===== config.mk =====
export PLATFORM = sky130hd
export DESIGN_NAME = mfr_routing
export DESIGN_NICKNAME = d
export VERILOG_FILES = /design/src/mfr_pkg.sv /design/src/mfr_pin_cell.sv /design/src/mfr_routing.sv
export SDC_FILE = /design/constraint.sdc
export NUM_CORES = 1
export LEC_CHECK = 0
export BUFFER_PORTS_ARGS = -buffer_cell sky130_fd_sc_hd__buf_2
export CAP_MARGIN = 20
export CORE_MARGIN = 2
export CORE_UTILIZATION = 50
export DETAILED_ROUTE_END_ITERATION = 10
export PLACE_DENSITY = 0.8
export REMOVE_ABC_BUFFERS = 1
export SETUP_SLACK_MARGIN = 0.1
export SLEW_MARGIN = 20
export SYNTH_ARGS = -nofsm -noshare
export SYNTH_HDL_FRONTEND = slang
export SYNTH_HIERARCHICAL = 1
export SYNTH_SLANG_ARGS = --single-unit

===== constraint.sdc =====
create_clock -name clk -period 5 [get_ports clk]
set_clock_uncertainty 0.05 [all_clocks]
set_input_delay 0.25 -clock clk [delete_from_list [all_inputs] [get_ports clk]]
set_output_delay 0.25 -clock clk [all_outputs]
set_load 0.01 [all_outputs]

===== src/mfr_pkg.sv =====
/*
 Package for the multifunction terminal routing block: routing codes,
 field widths and reset values.
 Assumes a single 20 MHz clock domain; no bus, all controls are ports.
*/
package mfr_pkg;

   // ----------------------------------------------------------------
   // Routing field
   // ----------------------------------------------------------------
   localparam int unsigned SEL_W    = 4;
   localparam int unsigned NPINS    = 7;
   localparam int unsigned NGPIO    = 5;
   localparam int unsigned NIRQ     = 16;
   localparam int unsigned IRQ_W    = 4;

   // Function codes shared by every shared pin
   localparam logic [3:0] FN_IRQ      = 4'h0;  // Parallel interrupt request
   localparam logic [3:0] FN_INTA     = 4'h1;
   localparam logic [3:0] FN_GPI      = 4'h2;
   localparam logic [3:0] FN_GPO      = 4'h3;
   localparam logic [3:0] FN_LED      = 4'h4;
   localparam logic [3:0] FN_VIDEO    = 4'h5;
   localparam logic [3:0] FN_AUDIO    = 4'h6;
   localparam logic [3:0] FN_PWREVT   = 4'h7;
   localparam logic [3:0] FN_D3       = 4'h8;
   localparam logic [3:0] FN_RING     = 4'h9;
   localparam logic [3:0] FN_SERIRQ   = 4'ha;
   localparam logic [3:0] FN_LOCK     = 4'hb;
   localparam logic [3:0] FN_CLKRUN   = 4'hc;

   // Routing reset values, pin 3 defaults to serialized interrupt
   localparam logic [27:0] ROUTE_RST  = 28'h000a000;

   // Loader state encoding width
   localparam int unsigned LDR_W      = 2;

endpackage : mfr_pkg


===== src/mfr_pin_cell.sv =====
/*
 One shared pin cell: decodes the routing code into drive value and
 output enable (active low), and reports whether the code is legal.
 Assumes the caller supplies the legal-function mask of this pin.
*/
`timescale 1ns/1ns
`default_nettype none
module mfr_pin_cell (
   input  wire logic [3:0]  sel,
   input  wire logic [15:0] legal,
   input  wire logic        irq_val,
   input  wire logic        inta_n,
   input  wire logic        gpo_val,
   input  wire logic        led_val,
   input  wire logic        video_val,
   input  wire logic        audio_val,
   input  wire logic        pwr_event_n,
   input  wire logic        d3_val,
   input  wire logic        ring_val,
   input  wire logic        serirq_o,
   input  wire logic        serirq_oe_n,
   input  wire logic        clkrun_o,
   input  wire logic        clkrun_oe_n,
   output logic             pin_o,
   output logic             pin_oe_n,
   output logic             is_legal
);

   // ----------------------------------------------------------------
   // Function decode
   // ----------------------------------------------------------------
   // Inputs and illegal codes leave the pin undriven
   always_comb begin
      pin_o    = 1'b0;
      pin_oe_n = 1'b1;
      is_legal = legal[sel];
      if (is_legal) begin
         unique case (sel)
            mfr_pkg::FN_IRQ:    begin pin_o = irq_val;   pin_oe_n = 1'b0; end
            mfr_pkg::FN_INTA:   begin pin_o = 1'b0;      pin_oe_n = inta_n; end
            mfr_pkg::FN_GPO:    begin pin_o = gpo_val;   pin_oe_n = 1'b0; end
            mfr_pkg::FN_LED:    begin pin_o = led_val;   pin_oe_n = 1'b0; end
            mfr_pkg::FN_VIDEO:  begin pin_o = video_val; pin_oe_n = 1'b0; end
            mfr_pkg::FN_AUDIO:  begin pin_o = audio_val; pin_oe_n = 1'b0; end
            mfr_pkg::FN_PWREVT: begin pin_o = 1'b0;      pin_oe_n = pwr_event_n; end
            mfr_pkg::FN_D3:     begin pin_o = d3_val;    pin_oe_n = 1'b0; end
            mfr_pkg::FN_RING:   begin pin_o = ring_val;  pin_oe_n = 1'b0; end
            mfr_pkg::FN_SERIRQ: begin pin_o = serirq_o;  pin_oe_n = serirq_oe_n; end
            mfr_pkg::FN_CLKRUN: begin pin_o = clkrun_o;  pin_oe_n = clkrun_oe_n; end
            default:            begin pin_o = 1'b0;      pin_oe_n = 1'b1; end  // GPI, LOCK: inputs
         endcase
      end
   end

endmodule : mfr_pin_cell
`default_nettype wire


===== src/mfr_routing.sv =====
/*
 Multifunction terminal routing: seven shared pins, serial-loader pin
 takeover, speaker XOR, ring/power-event output, suspend protection.
 Assumes all inputs synchronous to clk; a separate loader engine drives
 the serial data/clock values and reports completion.
*/
`timescale 1ns/1ns
`default_nettype none

// How it works
// - Pin 0 routes INTA, input 0, output 0, LED, video, audio, power event or IRQ.
// - Pin 1 routes input 1, output 1, LED, low-power, video, audio, power event, IRQ.
// - Pin 2 adds ring-indicate to the usual set of pin 1, with input 2 and output 2.
// - Pin 3 is IRQ or serialized interrupt, the latter after reset.
// - Pin 4 routes LOCK, input 3, output 3 and the usual set with ring.
// - Pin 5 routes input 4, output 4, LED, video, audio, low-power, power event, IRQ.
// - Pin 6 is clock-run handshake or parallel IRQ.
// - Both detects high after global reset make pin 1 the serial data line.
// - Both detects high after global reset make pin 4 the serial clock.
// - With serial enabled, defaults load from EEPROM after global reset.
// - Speaker out is the XOR of all card speaker/audio inputs.
// - Suspend keeps the routing register from clearing on global or PCI reset; the serial detect and loader still clear on global reset.
// - A dedicated output carries ring-indicate or power-event.
module mfr_routing #(
   parameter int unsigned NSOCK = 2
) (
   input  wire logic                  clk,
   input  wire logic                  nrst,
   input  wire logic                  global_reset_input_n,
   input  wire logic                  pci_reset_input_n,
   input  wire logic                  suspend,
   input  wire logic                  serial_detect_a,
   input  wire logic                  serial_detect_b,
   input  wire logic                  route_we,
   input  wire logic [27:0]           route_wdata,
   output logic      [27:0]           route_rdata,
   output logic      [6:0]            route_illegal,
   input  wire logic [3:0]            irq_sel,
   input  wire logic [15:0]           irq_lines,
   input  wire logic                  inta_n,
   input  wire logic [4:0]            gpo_data,
   output logic      [4:0]            gpi_data,
   input  wire logic                  activity_led,
   input  wire logic                  video_port_switch,
   input  wire logic                  card_audio_pwm,
   input  wire logic                  general_power_event_n,
   input  wire logic                  low_power_state_status,
   input  wire logic                  ring_indicate,
   input  wire logic                  pme_n,
   input  wire logic                  ring_not_pme,
   input  wire logic                  serirq_o,
   input  wire logic                  serirq_oe_n,
   output logic                       serirq_i,
   input  wire logic                  clkrun_o,
   input  wire logic                  clkrun_oe_n,
   output logic                       clkrun_i,
   output logic                       lock_i,
   input  wire logic                  serial_data_o,
   input  wire logic                  serial_data_oe_n,
   input  wire logic                  serial_clock_o,
   input  wire logic                  serial_clock_oe_n,
   output logic                       serial_data_i,
   input  wire logic                  eeprom_load_done,
   output logic                       serial_enabled,
   output logic                       eeprom_load_start,
   output logic                       eeprom_loading,
   input  wire logic [6:0]            shared_pin_i,
   output logic      [6:0]            shared_pin_o,
   output logic      [6:0]            shared_pin_oe_n,
   input  wire logic [NSOCK-1:0]      card_speaker_input,
   output logic                       speaker_out_to_host,
   output logic                       ring_indicate_output
);

   // ----------------------------------------------------------------
   // Types and functions
   // ----------------------------------------------------------------
   typedef enum logic [1:0] {
      MFR_IDLE = 2'b00,
      MFR_LOAD = 2'b01,
      MFR_DONE = 2'b11
   } mfr_ldr_t;

   // Bit mask of one function code
   function automatic logic [15:0] mfr_fn(input logic [3:0] code);
      mfr_fn = 16'h0001 << code;
   endfunction : mfr_fn

   // Legal functions per pin
   localparam logic [15:0] LEGAL0 = mfr_fn(mfr_pkg::FN_INTA) | mfr_fn(mfr_pkg::FN_GPI)
      | mfr_fn(mfr_pkg::FN_GPO) | mfr_fn(mfr_pkg::FN_LED) | mfr_fn(mfr_pkg::FN_VIDEO)
      | mfr_fn(mfr_pkg::FN_AUDIO) | mfr_fn(mfr_pkg::FN_PWREVT) | mfr_fn(mfr_pkg::FN_IRQ);
   localparam logic [15:0] LEGAL1 = mfr_fn(mfr_pkg::FN_GPI) | mfr_fn(mfr_pkg::FN_GPO)
      | mfr_fn(mfr_pkg::FN_LED) | mfr_fn(mfr_pkg::FN_D3) | mfr_fn(mfr_pkg::FN_VIDEO)
      | mfr_fn(mfr_pkg::FN_AUDIO) | mfr_fn(mfr_pkg::FN_PWREVT) | mfr_fn(mfr_pkg::FN_IRQ);
   localparam logic [15:0] LEGAL2 = LEGAL1 | mfr_fn(mfr_pkg::FN_RING);
   localparam logic [15:0] LEGAL3 = mfr_fn(mfr_pkg::FN_IRQ) | mfr_fn(mfr_pkg::FN_SERIRQ);
   localparam logic [15:0] LEGAL4 = LEGAL2 | mfr_fn(mfr_pkg::FN_LOCK);
   localparam logic [15:0] LEGAL5 = LEGAL1;
   localparam logic [15:0] LEGAL6 = mfr_fn(mfr_pkg::FN_IRQ) | mfr_fn(mfr_pkg::FN_CLKRUN);
   localparam logic [15:0] LEGAL [7] = '{LEGAL0, LEGAL1, LEGAL2, LEGAL3, LEGAL4, LEGAL5, LEGAL6};

   // General I/O index carried by each pin (pins 3 and 6 have none)
   localparam int unsigned GPIO_IDX [7] = '{0, 1, 2, 0, 3, 4, 0};

   // ----------------------------------------------------------------
   // Declarations
   // ----------------------------------------------------------------
   logic [27:0] route_reg;
   logic [3:0]  sel       [7];
   logic [6:0]  cell_o;
   logic [6:0]  cell_oe_n;
   logic [6:0]  cell_legal;
   logic        clear_req;
   logic        greset_prev_reg;
   logic        serial_reg;
   mfr_ldr_t    ldr_reg;
   logic        irq_val;
   logic        ring_val;

   // Routing register clears on either reset unless suspend shields it
   assign clear_req = (!global_reset_input_n || !pci_reset_input_n) && !suspend;

   // ----------------------------------------------------------------
   // Routing register
   // ----------------------------------------------------------------
   // One 4-bit field per pin, all seven written together
   always_ff @(posedge clk or negedge nrst) begin
      if (!nrst) begin
         route_reg <= mfr_pkg::ROUTE_RST;
      end else if (clear_req) begin
         route_reg <= mfr_pkg::ROUTE_RST;
      end else if (route_we) begin
         route_reg <= route_wdata;
      end
   end

   assign route_rdata = route_reg;

   // ----------------------------------------------------------------
   // Serial loader detect and sequence
   // ----------------------------------------------------------------
   // Track global reset to find its release edge
   always_ff @(posedge clk or negedge nrst) begin
      if (!nrst) begin
         greset_prev_reg <= 1'b0;
      end else begin
         greset_prev_reg <= global_reset_input_n;
      end
   end

   // Detect straps caught at global reset release
   always_ff @(posedge clk or negedge nrst) begin
      if (!nrst) begin
         serial_reg <= 1'b0;
      end else if (!global_reset_input_n) begin
         serial_reg <= 1'b0;
      end else if (!greset_prev_reg) begin
         serial_reg <= serial_detect_a && serial_detect_b;
      end
   end

   // Loader sequence: start once after release, wait for done
   always_ff @(posedge clk or negedge nrst) begin
      if (!nrst) begin
         ldr_reg <= MFR_IDLE;
      end else if (!global_reset_input_n) begin
         ldr_reg <= MFR_IDLE;
      end else begin
         unique case (ldr_reg)
            MFR_IDLE: if (serial_reg) ldr_reg <= MFR_LOAD;
            MFR_LOAD: if (eeprom_load_done) ldr_reg <= MFR_DONE;
            MFR_DONE: ldr_reg <= MFR_DONE;
            default:  ldr_reg <= MFR_IDLE;
         endcase
      end
   end

   assign serial_enabled    = serial_reg;
   assign eeprom_load_start = (ldr_reg == MFR_IDLE) && serial_reg;
   assign eeprom_loading    = (ldr_reg == MFR_LOAD);

   // ----------------------------------------------------------------
   // Pin cells
   // ----------------------------------------------------------------
   assign irq_val  = irq_lines[irq_sel];
   assign ring_val = ring_not_pme ? ring_indicate : 1'b0;

   for (genvar p = 0; p < 7; p++) begin : g_pin
      assign sel[p] = route_reg[4*p +: 4];
      mfr_pin_cell u_cell (
         .sel         (sel[p]),
         .legal       (LEGAL[p]),
         .irq_val     (irq_val),
         .inta_n      (inta_n),
         .gpo_val     (gpo_data[GPIO_IDX[p]]),
         .led_val     (activity_led),
         .video_val   (video_port_switch),
         .audio_val   (card_audio_pwm),
         .pwr_event_n (general_power_event_n),
         .d3_val      (low_power_state_status),
         .ring_val    (ring_val),
         .serirq_o    (serirq_o),
         .serirq_oe_n (serirq_oe_n),
         .clkrun_o    (clkrun_o),
         .clkrun_oe_n (clkrun_oe_n),
         .pin_o       (cell_o[p]),
         .pin_oe_n    (cell_oe_n[p]),
         .is_legal    (cell_legal[p])
      );
   end

   assign route_illegal = ~cell_legal;

   // Serial loader takes pins 1 and 4 over the routing choice
   always_comb begin
      shared_pin_o    = cell_o;
      shared_pin_oe_n = cell_oe_n;
      if (serial_reg) begin
         shared_pin_o[1]    = serial_data_o;
         shared_pin_oe_n[1] = serial_data_oe_n;
         shared_pin_o[4]    = serial_clock_o;
         shared_pin_oe_n[4] = serial_clock_oe_n;
      end
   end

   // ----------------------------------------------------------------
   // Input capture
   // ----------------------------------------------------------------
   // General inputs registered from pins routed as inputs
   always_ff @(posedge clk or negedge nrst) begin
      if (!nrst) begin
         gpi_data <= 5'h00;
      end else begin
         for (int p = 0; p < 7; p++) begin
            if (sel[p] == mfr_pkg::FN_GPI && cell_legal[p]) begin
               gpi_data[GPIO_IDX[p]] <= shared_pin_i[p];
            end
         end
      end
   end

   assign serirq_i      = shared_pin_i[3];
   assign clkrun_i      = shared_pin_i[6];
   assign lock_i        = shared_pin_i[4];
   assign serial_data_i = shared_pin_i[1];

   // ----------------------------------------------------------------
   // Fixed outputs
   // ----------------------------------------------------------------
   // Speaker is the XOR of all card audio inputs
   always_ff @(posedge clk or negedge nrst) begin
      if (!nrst) begin
         speaker_out_to_host <= 1'b0;
      end else begin
         speaker_out_to_host <= ^card_speaker_input;
      end
   end

   // Ring indicate or power-management event on one pin
   always_ff @(posedge clk or negedge nrst) begin
      if (!nrst) begin
         ring_indicate_output <= 1'b0;
      end else begin
         ring_indicate_output <= ring_not_pme ? ring_indicate : !pme_n;
      end
   end

endmodule : mfr_routing
`default_nettype wire


==> flow_summary_export.csv, run 1 <==
group,metric,value,unit
outcome,status,"finished clean",
critical_path,path_max_fanout,18,
clock_tree,cts_tree,"yes",
clock_tree,postCtsSetupBuffers,0,
cells_and_area,drive_gt1_share,26.0,%
timing,grt_setup_unrepaired,"no",
yosys,synth_warnings,6,
timing,setup_ws,2.18,ns
global_routing,grt_pass1_wl,18.5,mm
yosys,synth_area_leaders,"dfrtp_1 (22%), mux4_1 (19%), mux2i_1 (15%)",
timing,period_share,56.3,%
yosys,postSynthCellCount,431,
timing,period_needed,2.82,ns
critical_path,reg2reg_setup_slack,2.71,ns
pwr,p_leak,2.65,nW
placement,hpwl,8.05,mm
placement,dp_slack,2.22,ns
global_routing,grt_use_met1,30.0,%
timing,fmax,355,MHz
yosys,synth_area_leader_cell,"dfrtp_1",
critical_path,r2r_start,"route_rdata[12]",
critical_path,reg2regPathDepth,6,
timing,setup-violations-final,0,
global_routing,met2_usage,42.3,%
route,drtAntennaViolNets,0,
yosys,syn_area_per_cell,9.97,um2
clock_tree,clockBufferDepth,2,
timing,slew_violations,0,
timing,setup_tns,0,ns
cells_and_area,fin_nets,733,
job,cap_violations,0,
critical_path,required,4.70,ns
timing,slew_headroom,37.0,%
global_routing,grt.met3_usage,2.96,%
cells_and_area,n_fill_cell,723,
placement,numPortBuffers,150,
global_routing,grt_pass1_vias,3888,
floorplanning,dieArea,9350,um2
floorplanning,die-width,96.7,um
floorplanning,io_pins,151,
route,drt-total-wl,11.2,mm
critical_path,cp_data_arrival_time,2.52,ns
cells_and_area,fin_util,64.9,%
route,viasPerCell,5.37,
clock_tree,hold_buffers,0,
yosys,ys_ff_latch,39,
clock_tree,cts-htree-levels,2,
global_routing,grt_max_degree,40,
clock_tree,clkTransAtPathRegs,0.08,ns
placement,gp_congestion,0.784,
critical_path,critPathCaptureType,"output pin",
yosys,seq_area_frac_synth,22.8,%
clock_tree,numCtsBuffers,5,
critical_path,reg2reg_to,"gpi_data[0]",
clock_tree,clk_latency,0.29,ns
floorplanning,rows,33,
timing,tightest_slew,0.945,ns
route,drc,0,
floorplanning,start_util,52.0,%
pwr,vdd_drop_max,0.107,mV
global_routing,grt.busiest_layer,"met2",
route,wl_per_cell,14.9,um
floorplanning,die_y,96.7,um
global_routing,grt.total_usage,23.7,%
route,vias,4030,
yosys,synth.distinct_cells,39,
timing,finalHoldViolCount,0,
clock_tree,root_buffer,"clkbuf_8",
pwr,power_density,209,nW/um2
floorplanning,coreArea,8260,um2
min_path,hold_class,"in -> async",
cells_and_area,largest_reg_flops,28,
yosys,yosys.area.top_type_share,21.5,%
critical_path,cp-start-kind,"flop",
route,first_pass_iters,5,
yosys,synth_area,4300,um2
global_routing,antenna_found_initial,1,
global_routing,grt_overflow_total,0,
critical_path,critPathKind,"reg -> out",
route,drt_iter0_drc,192,
clock_tree,post_cts_resized,0,
cells_and_area,syn_to_final_growth,24.7,%
clock_tree,cts.sinks,39,
[worst max-delay path, stage by stage, from the launching register on]
cell      delay, ns
dfrtp_1        0.71
mux4_1         0.62
mux2i_1        0.16
mux2i_1        0.16
a21boi_1       0.18
mux2_2         0.26
buf_2          0.14
[cell usage in the layout, fill, tap and decap left out, types with 15 or more instances in the layout]
cell      instances
buf_2           150
conb_1          112
dfrtp_1          37
inv_1            15
mux2i_1          63
mux4_1           31
nand2_1          21
nand3b_1         36
nor2_1           26
o21ai_0          37
[metal layers]
layer	share of wire (%)	routed length [um]	vias to the layer above
li1	-	-	1962
met1	42	4640	1917
met2	51	5720	138
met3	5.7	638	13
met4	1.5	171	0
met5	0	0	-
[metrics by stage]
step	power [mW]	hold WS [ns]	cell area [um2]	std cells
after floorplan	0.702	-0.0956	4380	487
after global placement	0.878	0.374	5270	743
after detailed placement	0.895	0.375	5270	743
after CTS	1.12	0.0637	5360	750
after global routing	1.19	0.0720	5360	750
final	1.12	0.0517	5360	751
[cell type report]
type | count | area, um2 | share of cell area [%]
Inverter | 15 | 56.3 | 1.05
Clock buffer | 6 | 82.6 | 1.54
Clock inverter | 1 | 5.00 | 0.0934
Timing Repair Buffer | 151 | 758 | 14.1
Antenna cell | 1 | 2.50 | 0.0467
Tap cell | 105 | 131 | 2.45
Multi-Input combinational cell | 433 | 3340 | 62.4
Sequential cell | 39 | 978 | 18.3
[Yosys cell counts (all sizes together)]
master / number
mux2i: 63
buf: 38
o21ai: 38
dfrtp: 37
nand3b: 36
mux4: 32
nor2: 26
nand2: 21
clkbuf: 16
inv: 15
nand4b: 14
nor2b: 13
a21oi: 9
a21boi: 8
mux2: 8
nand3: 8
a31oi: 7
a32oi: 7
maj3: 7
o311ai: 7
nor4b: 6
a211o: 2
and2: 2
conb: 2
dfstp: 2
a211oi: 1
and3: 1
nor3: 1
nor3b: 1
o211a: 1
o21a: 1
xor2: 1
[power by group]
part           leakage [nW]  total, mW  internal, mW  switching [mW]
Sequential            0.495      0.442         0.356          0.0864
Clock                0.0471      0.225         0.109           0.116
Combinational          2.10      0.450         0.236           0.215
Total                  2.65       1.12         0.700           0.418
[how the worst max path moves through the flow]
stage | startpoint | end | slack (ns) | cells after the start
finish | route_rdata[16] | shared_pin_o[4] | 2.18 | 6
global route | route_rdata[4] | shared_pin_o[1] | 2.03 | 6
CTS | route_rdata[16] | shared_pin_o[4] | 2.19 | 6
detailed placement | irq_sel[0] | shared_pin_o[1] | 2.22 | 11
global placement | irq_sel[0] | shared_pin_o[1] | 2.27 | 11
floorplan | route_rdata[16] | shared_pin_o[4] | 2.80 | 5
[kinds of logic (layout without fill, tap and decap cells)]
group / Yosys count / after routing / synth area share (%)
DFF: 39 / 39 / 22.8
muxes: 103 / 103 / 36.2
buffers and inverters: 69 / 173 / 9.02
adders and majority gates: 7 / 7 / 1.63
and+or+nand+nor: 129 / 129 / 18.0
other: 2 / 113 / 0.175
AOI/OAI and AO/OA: 81 / 81 / 11.9
xor gates and xnor gates: 1 / 1 / 0.204
Power figures use the tool's default switching activity.
==> run 2: changes to the inputs <==
==> constraint.sdc (replaced) <==
create_clock -name clk -period 2.6 [get_ports clk]
set_clock_uncertainty 0.05 [all_clocks]
set_input_delay 0.13 -clock clk [delete_from_list [all_inputs] [get_ports clk]]
set_output_delay 0.13 -clock clk [all_outputs]
set_load 0.01 [all_outputs]
==> run 2 against run 1 <==
Via count rose by 3.9%. Routed wire length is 5.6% higher. Critical path depth is the same.
==> flow_summary_export.csv, run 2 (synthesized netlist as in run 1, its figures left out) <==
group,metric,value,unit
outcome,status,"finished clean",
pwr,vdd_drop_max,0.309,mV
floorplanning,io_pins,151,
timing,tightest_slew,0.924,ns
critical_path,cp_cell_sequence,"mux4_1, mux2i_1, mux2i_1, a21boi_1, mux2_2, buf_2",
pwr,power,2.28,mW
global_routing,antenna_found_initial,0,
floorplanning,dieArea,9350,um2
global_routing,grt_pass1_wl,19.2,mm
timing,period_share,92.1,%
floorplanning,die-width,96.7,um
floorplanning,coreArea,8260,um2
route,drtAntennaViolNets,0,
route,wl_per_cell,15.3,um
floorplanning,rows,33,
critical_path,cp_data_arrival_time,2.21,ns
critical_path,worst-path-buf-inv,1,
timing,fmax,418,MHz
critical_path,crit_cells,6,
placement,numPortBuffers,150,
pwr,p_leak,2.73,nW
route,first_pass_iters,5,
critical_path,required,2.42,ns
cells_and_area,final_cell_mix,"buf_2 (150), conb_1 (112), mux2i_1 (62)",
min_path,worstHoldPathCells,3,
route,viasPerCell,5.45,
cells_and_area,multi_input_area,3360,um2
clock_tree,cts.sinks,39,
cells_and_area,fin_nets,751,
timing,finalHoldViolCount,0,
critical_path,path_max_fanout,9,
floorplanning,start_util,52.0,%
cells_and_area,final-seq-area,981,um2
timing,slew_headroom,38.4,%
critical_path,cp-start-kind,"flop",
route,drt-total-wl,11.8,mm
critical_path,critPathCaptureType,"output pin",
critical_path,reg2reg_setup_slack,0.52,ns
timing,slew_violations,0,
cells_and_area,final_common_cell,"buf_2",
cells_and_area,diodes,0,
clock_tree,clkTransAtPathRegs,0.09,ns
critical_path,slowest_delay,0.58,ns
placement,gp_congestion,0.800,
cells_and_area,drive_gt1_share,27.0,%
clock_tree,clk_latency,0.30,ns
clock_tree,cts-htree-levels,2,
min_path,hold_class,"in -> reg",
placement,hpwl,8.42,mm
clock_tree,cts_tree,"yes",
timing,timing.hold.ws,0.00773,ns
critical_path,slowest_stage,"mux4_1",
critical_path,critPathMostFrequentCell,"mux2i_1",
timing,grt_setup_unrepaired,"yes",
route,vias,4188,
cells_and_area,n_fill_cell,726,
critical_path,critPathKind,"reg -> out",
timing,setup-violations-final,0,
global_routing,grt_pass1_vias,4024,
global_routing,grt_max_degree,40,
route,drt_iter0_drc,247,
pwr,power_density,411,nW/um2
floorplanning,die_y,96.7,um
global_routing,grt.total_usage,25.0,%
critical_path,critPathTopFamily,"multiplexers",
global_routing,grt_overflow_total,0,
critical_path,reg2regPathDepth,5,
job,cap_violations,0,
placement,place_area,5310,um2
timing,setup_tns,0,ns
clock_tree,numCtsBuffers,5,
cells_and_area,largest_reg_flops,28,
clock_tree,clockBufferDepth,2,
cells_and_area,design_area,5550,um2
route,drc,0,
clock_tree,root_buffer,"clkbuf_8",
timing,period_needed,2.39,ns
cells_and_area,syn_to_final_growth,29.1,%
## run 2: cell types whose count changed in the layout (fill, tap and decap cells not counted), moves of 2 or more
cell / change
dlygate4sd3_1: +10
buf_4: +8
dfrtp_1: -2
dfrtp_2: +2
## run 2: final cells by class
type | instances | area share [%]
clock inverters | 1 | 0.541
clock buffers | 6 | 1.31
inverters | 15 | 1.01
flip-flops and latches | 39 | 17.7
well taps | 105 | 2.37
multi-input cells | 433 | 60.5
repair buffers | 169 | 16.6
## run 2: worst register-to-register path, cell delays in order (launching register included)
cell and delay (ns):
dfrtp_1 0.58, mux4_1 0.61, mux2i_1 0.14, mux2i_1 0.14, nand2_1 0.12, mux2_1 0.33
## run 2: worst paths after layout
check,from,to
min in group asynchronous,nrst,route_rdata[14]
worst max register to register,route_rdata[20],gpi_data[4]
worst min-delay path,route_wdata[14],route_rdata[14]
worst max-delay path,route_rdata[4],shared_pin_o[1]
max in group asynchronous,nrst,route_rdata[24]
worst min register to register,gpi_data[2],gpi_data[2]
## run 2: through the flow
stage | setup WS (ns) | util [%] | std cells
finish | 0.206 | 67.2 | 768
global route | 0.0840 | 67.2 | 768
CTS | 0.112 | 66.8 | 765
detailed placement | 0.0487 | 64.3 | 748
global placement | 0.117 | 64.3 | 748
floorplan | 0.522 | - | 487
## run 2: report_power, final
part / internal, mW / switching [mW] / leakage [nW]
Sequential: 0.686 / 0.146 / 0.493
Clock: 0.282 / 0.233 / 0.0513
Combinational: 0.484 / 0.451 / 2.19
## run 2: what timing repair did
item / 4_1_cts / 5_1_grt
cloned: 0 / 0
pin swaps: 0 / 1
hold buffers: 10 / 0
buffers inserted: 0 / 3
endpoints found under the hold margin: 44 / 0
setup endpoints to repair: 2 / 4
gates resized for setup: 1 / 4
## run 2: routing by layer
metal	global-route usage (%)	routed length, um
met5	0	0
met4	8.56	223
met3	3.68	769
met2	44.8	6180
met1	30.8	4610
==> run 3: changes to the inputs <==
--- a/config.mk
+++ b/config.mk
@@ -5,12 +5,13 @@
 export SDC_FILE = /design/constraint.sdc
 export NUM_CORES = 1
 export LEC_CHECK = 0
+export ABC_AREA = 1
 export BUFFER_PORTS_ARGS = -buffer_cell sky130_fd_sc_hd__buf_2
 export CAP_MARGIN = 20
 export CORE_MARGIN = 2
 export CORE_UTILIZATION = 50
 export DETAILED_ROUTE_END_ITERATION = 10
-export PLACE_DENSITY = 0.8
+export PLACE_DENSITY = 0.77
 export REMOVE_ABC_BUFFERS = 1
 export SETUP_SLACK_MARGIN = 0.1
 export SLEW_MARGIN = 20
==> run 3 against run 2 <==
Sequential cell count did not move. Highest routed layer unchanged. Clock power up 22%. Sequential share of layout area decreased by 2.6 points. Worst hold slack worse by 0.0052 ns. Largest power group unchanged.
==> flow_summary_export.csv, run 3 <==
group,metric,value,unit
timing,slew_headroom,38.1,%
clock_tree,clk_latency,0.30,ns
critical_path,cp-start-kind,"flop",
yosys,syn_area_per_cell,5.27,um2
min_path,min_to,"route_rdata[15]",
floorplanning,start_util,51.1,%
floorplanning,rows,37,
yosys,seq_area_frac_synth,18.6,%
critical_path,reg2reg_to,"gpi_data[2]",
critical_path,critPathCaptureType,"output pin",
outcome,status,"finished clean",
yosys,synth_area_leaders,"nand2_1 (34%), dfrtp_1 (18%), nand3_1 (8.5%)",
cells_and_area,fin_nets,1326,
yosys,yosys.area.top_type_share,34.5,%
timing,setup_ws,0.388,ns
clock_tree,cts-htree-levels,2,
cells_and_area,syn_to_final_growth,23.7,%
critical_path,reg2regPathDepth,14,
min_path,worstHoldPathCells,3,
global_routing,antenna_found_initial,0,
cells_and_area,final_common_cell,"nand2_1",
yosys,synth_top_family_by_area,"simple AND/OR/NAND/NOR gates",
route,drc,0,
cells_and_area,drive_gt1_share,17.8,%
yosys,synth-main-ff-cell,"dfrtp_1",
clock_tree,numCtsBuffers,5,
route,drt_iter0_drc,454,
timing,slew_violations,0,
clock_tree,clockBufferDepth,2,
clock_tree,cts.sinks,39,
min_path,hp-start,"route_wdata[15]",
yosys,ys_ff_latch,39,
timing,period_share,85.1,%
critical_path,required,2.42,ns
route,first_pass_iters,5,
timing,period_needed,2.21,ns
cells_and_area,largest_reg_flops,28,
critical_path,critPathKind,"reg -> out",
critical_path,crit_start,"route_rdata[4]",
pwr,vdd_drop_max,0.225,mV
global_routing,grt_max_degree,40,
timing,finalHoldViolCount,0,
critical_path,path_max_fanout,16,
yosys,synth_mux_area_share,0.429,%
cells_and_area,final_cell_mix,"nand2_1 (482), buf_2 (150), nor2_1 (112), conb_1 (112), inv_1 (104)",
placement,dp_slack,0.604,ns
yosys,yosys-top-cells-count,"nand2_1 (482), nor2_1 (112), inv_1 (104)",
cells_and_area,design_area,6490,um2
yosys,synth.distinct_cells,31,
route,drtAntennaViolNets,0,
global_routing,grt_pass1_wl,24.5,mm
cells_and_area,layout.cells.non_filler,1375,
placement,numPortBuffers,150,
yosys,synthArstFlopShare,100,%
cells_and_area,diodes,0,
timing,setup_tns,0,ns
route,wl_per_cell,10.7,um
floorplanning,coreArea,10300,um2
timing,fmax,452,MHz
timing,setup-violations-final,0,
floorplanning,io_pins,151,
route,vias,6247,
yosys,synthAdderAreaFrac,0,%
pwr,power_density,396,nW/um2
floorplanning,dieArea,11300,um2
route,drt-total-wl,14.7,mm
yosys,synth-xor-area-share,0.167,%
clock_tree,cts_tree,"yes",
critical_path,reg2reg_setup_slack,0.62,ns
floorplanning,die_y,106,um
global_routing,grt_overflow_total,0,
clock_tree,root_buffer,"clkbuf_8",
yosys,synth_area,5250,um2
timing,tightest_slew,0.929,ns
placement,dp_cells,1353,
clock_tree,clkTransAtPathRegs,0.10,ns
yosys,synth.most_common_cell,"nand2_1",
yosys,synth_warnings,6,
yosys,synth_compound_area_share,5.58,%
cells_and_area,n_fill_cell,1080,
floorplanning,die-width,106,um
yosys,synth_area_leader_cell,"nand2_1",
critical_path,cp_data_arrival_time,2.03,ns
yosys,postSynthCellCount,996,
yosys,synth-simple-area-share,57.5,%
timing,grt_setup_unrepaired,"no",
placement,hpwl,10.8,mm
placement,gp_congestion,0.981,
global_routing,grt.total_usage,26.3,%
critical_path,r2r_start,"route_rdata[8]",
route,viasPerCell,4.54,
pwr,p_leak,4.39,nW
min_path,hold_class,"in -> reg",
job,cap_violations,0,
yosys,synth_edf_count,0,
global_routing,grt_pass1_vias,5404,
placement,place_area,6220,um2
-- run 3: cell count changes after synthesis, moves of 31 or more --
cell	before	now
nand3_1	8	89
nand2_1	21	482
mux4_1	31	0
nor2_1	26	112
mux2i_1	63	0
nand3b_1	36	0
inv_1	15	104
-- run 3: metal layers --
metal / vias up / share of wire, % / routed length, um / GRT usage (%)
met4: 0 / 1.3 / 195 / 4.82
met1: 2651 / 46 / 6790 / 36.6
li1: 3383 / - / - / -
met2: 196 / 44 / 6540 / 44.1
met5: - / 0 / 0 / 0
met3: 17 / 8.3 / 1220 / 3.62
-- run 3: how the worst max path moves through the flow --
stage                         end  slack (ns)  depth (start not counted)
2_1_floorplan         gpi_data[0]        0.73                         13
3_3_place_gp          gpi_data[2]        0.62                         14
3_5_place_dp          gpi_data[2]        0.60                         14
4_1_cts        shared_pin_oe_n[4]        0.38                         13
5_1_grt           shared_pin_o[4]        0.13                         12
6_report       shared_pin_oe_n[1]        0.39                         10
-- run 3: layout make-up --
| cell class | instances | area (um2) | area share, % |
|---|---|---|---|
| Inverter | 133 | 519 | 7.99 |
| Clock buffer | 5 | 68.8 | 1.06 |
| Tap cell | 136 | 170 | 2.62 |
| Timing Repair Buffer | 169 | 928 | 14.3 |
| Multi-Input combinational cell | 890 | 3760 | 57.9 |
| Clock inverter | 3 | 67.6 | 1.04 |
| Sequential cell | 39 | 978 | 15.1 |
-- run 3: critical path: stages (launching register included) --
cell     delay (ns)
dfrtp_1        0.71
inv_2          0.22
nor2_1         0.18
nand2_1        0.07
nand2_1        0.07
nor2_1         0.04
nor2_1         0.12
nand2_1        0.08
nand2_1        0.06
nand2_1        0.04
buf_2          0.13
-- run 3: power by group --
group          internal (mW)  switching (mW)
sequential             0.684           0.128
combinational          0.433           0.698
clock                  0.383           0.247
-- run 3: repair_timing --
action                    in CTS  in global routing
hold endpoints to repair      48                  0
hold buffers                  14                  0
setup buffers                  0                  0
resized for setup              0                  0
-- run 3: cells by family after synthesis --
family          Yosys count
compound gates           46
xor+xnor                  1
buf+inv                 177
flops                    39
mux                       2
other cells               2
simple gates            729
-- run 3: metrics by stage --
step / total power [mW] / util (%) / hold WS [ns]
after global routing: 2.79 / 63.2 / 0.00701
after floorplan: 1.51 / - / -0.216
after detailed placement: 1.92 / 60.5 / 0.245
after global placement: 1.91 / 60.5 / 0.245
final: 2.57 / 63.2 / 0.00258
after CTS: 2.57 / 63.2 / 0.000809
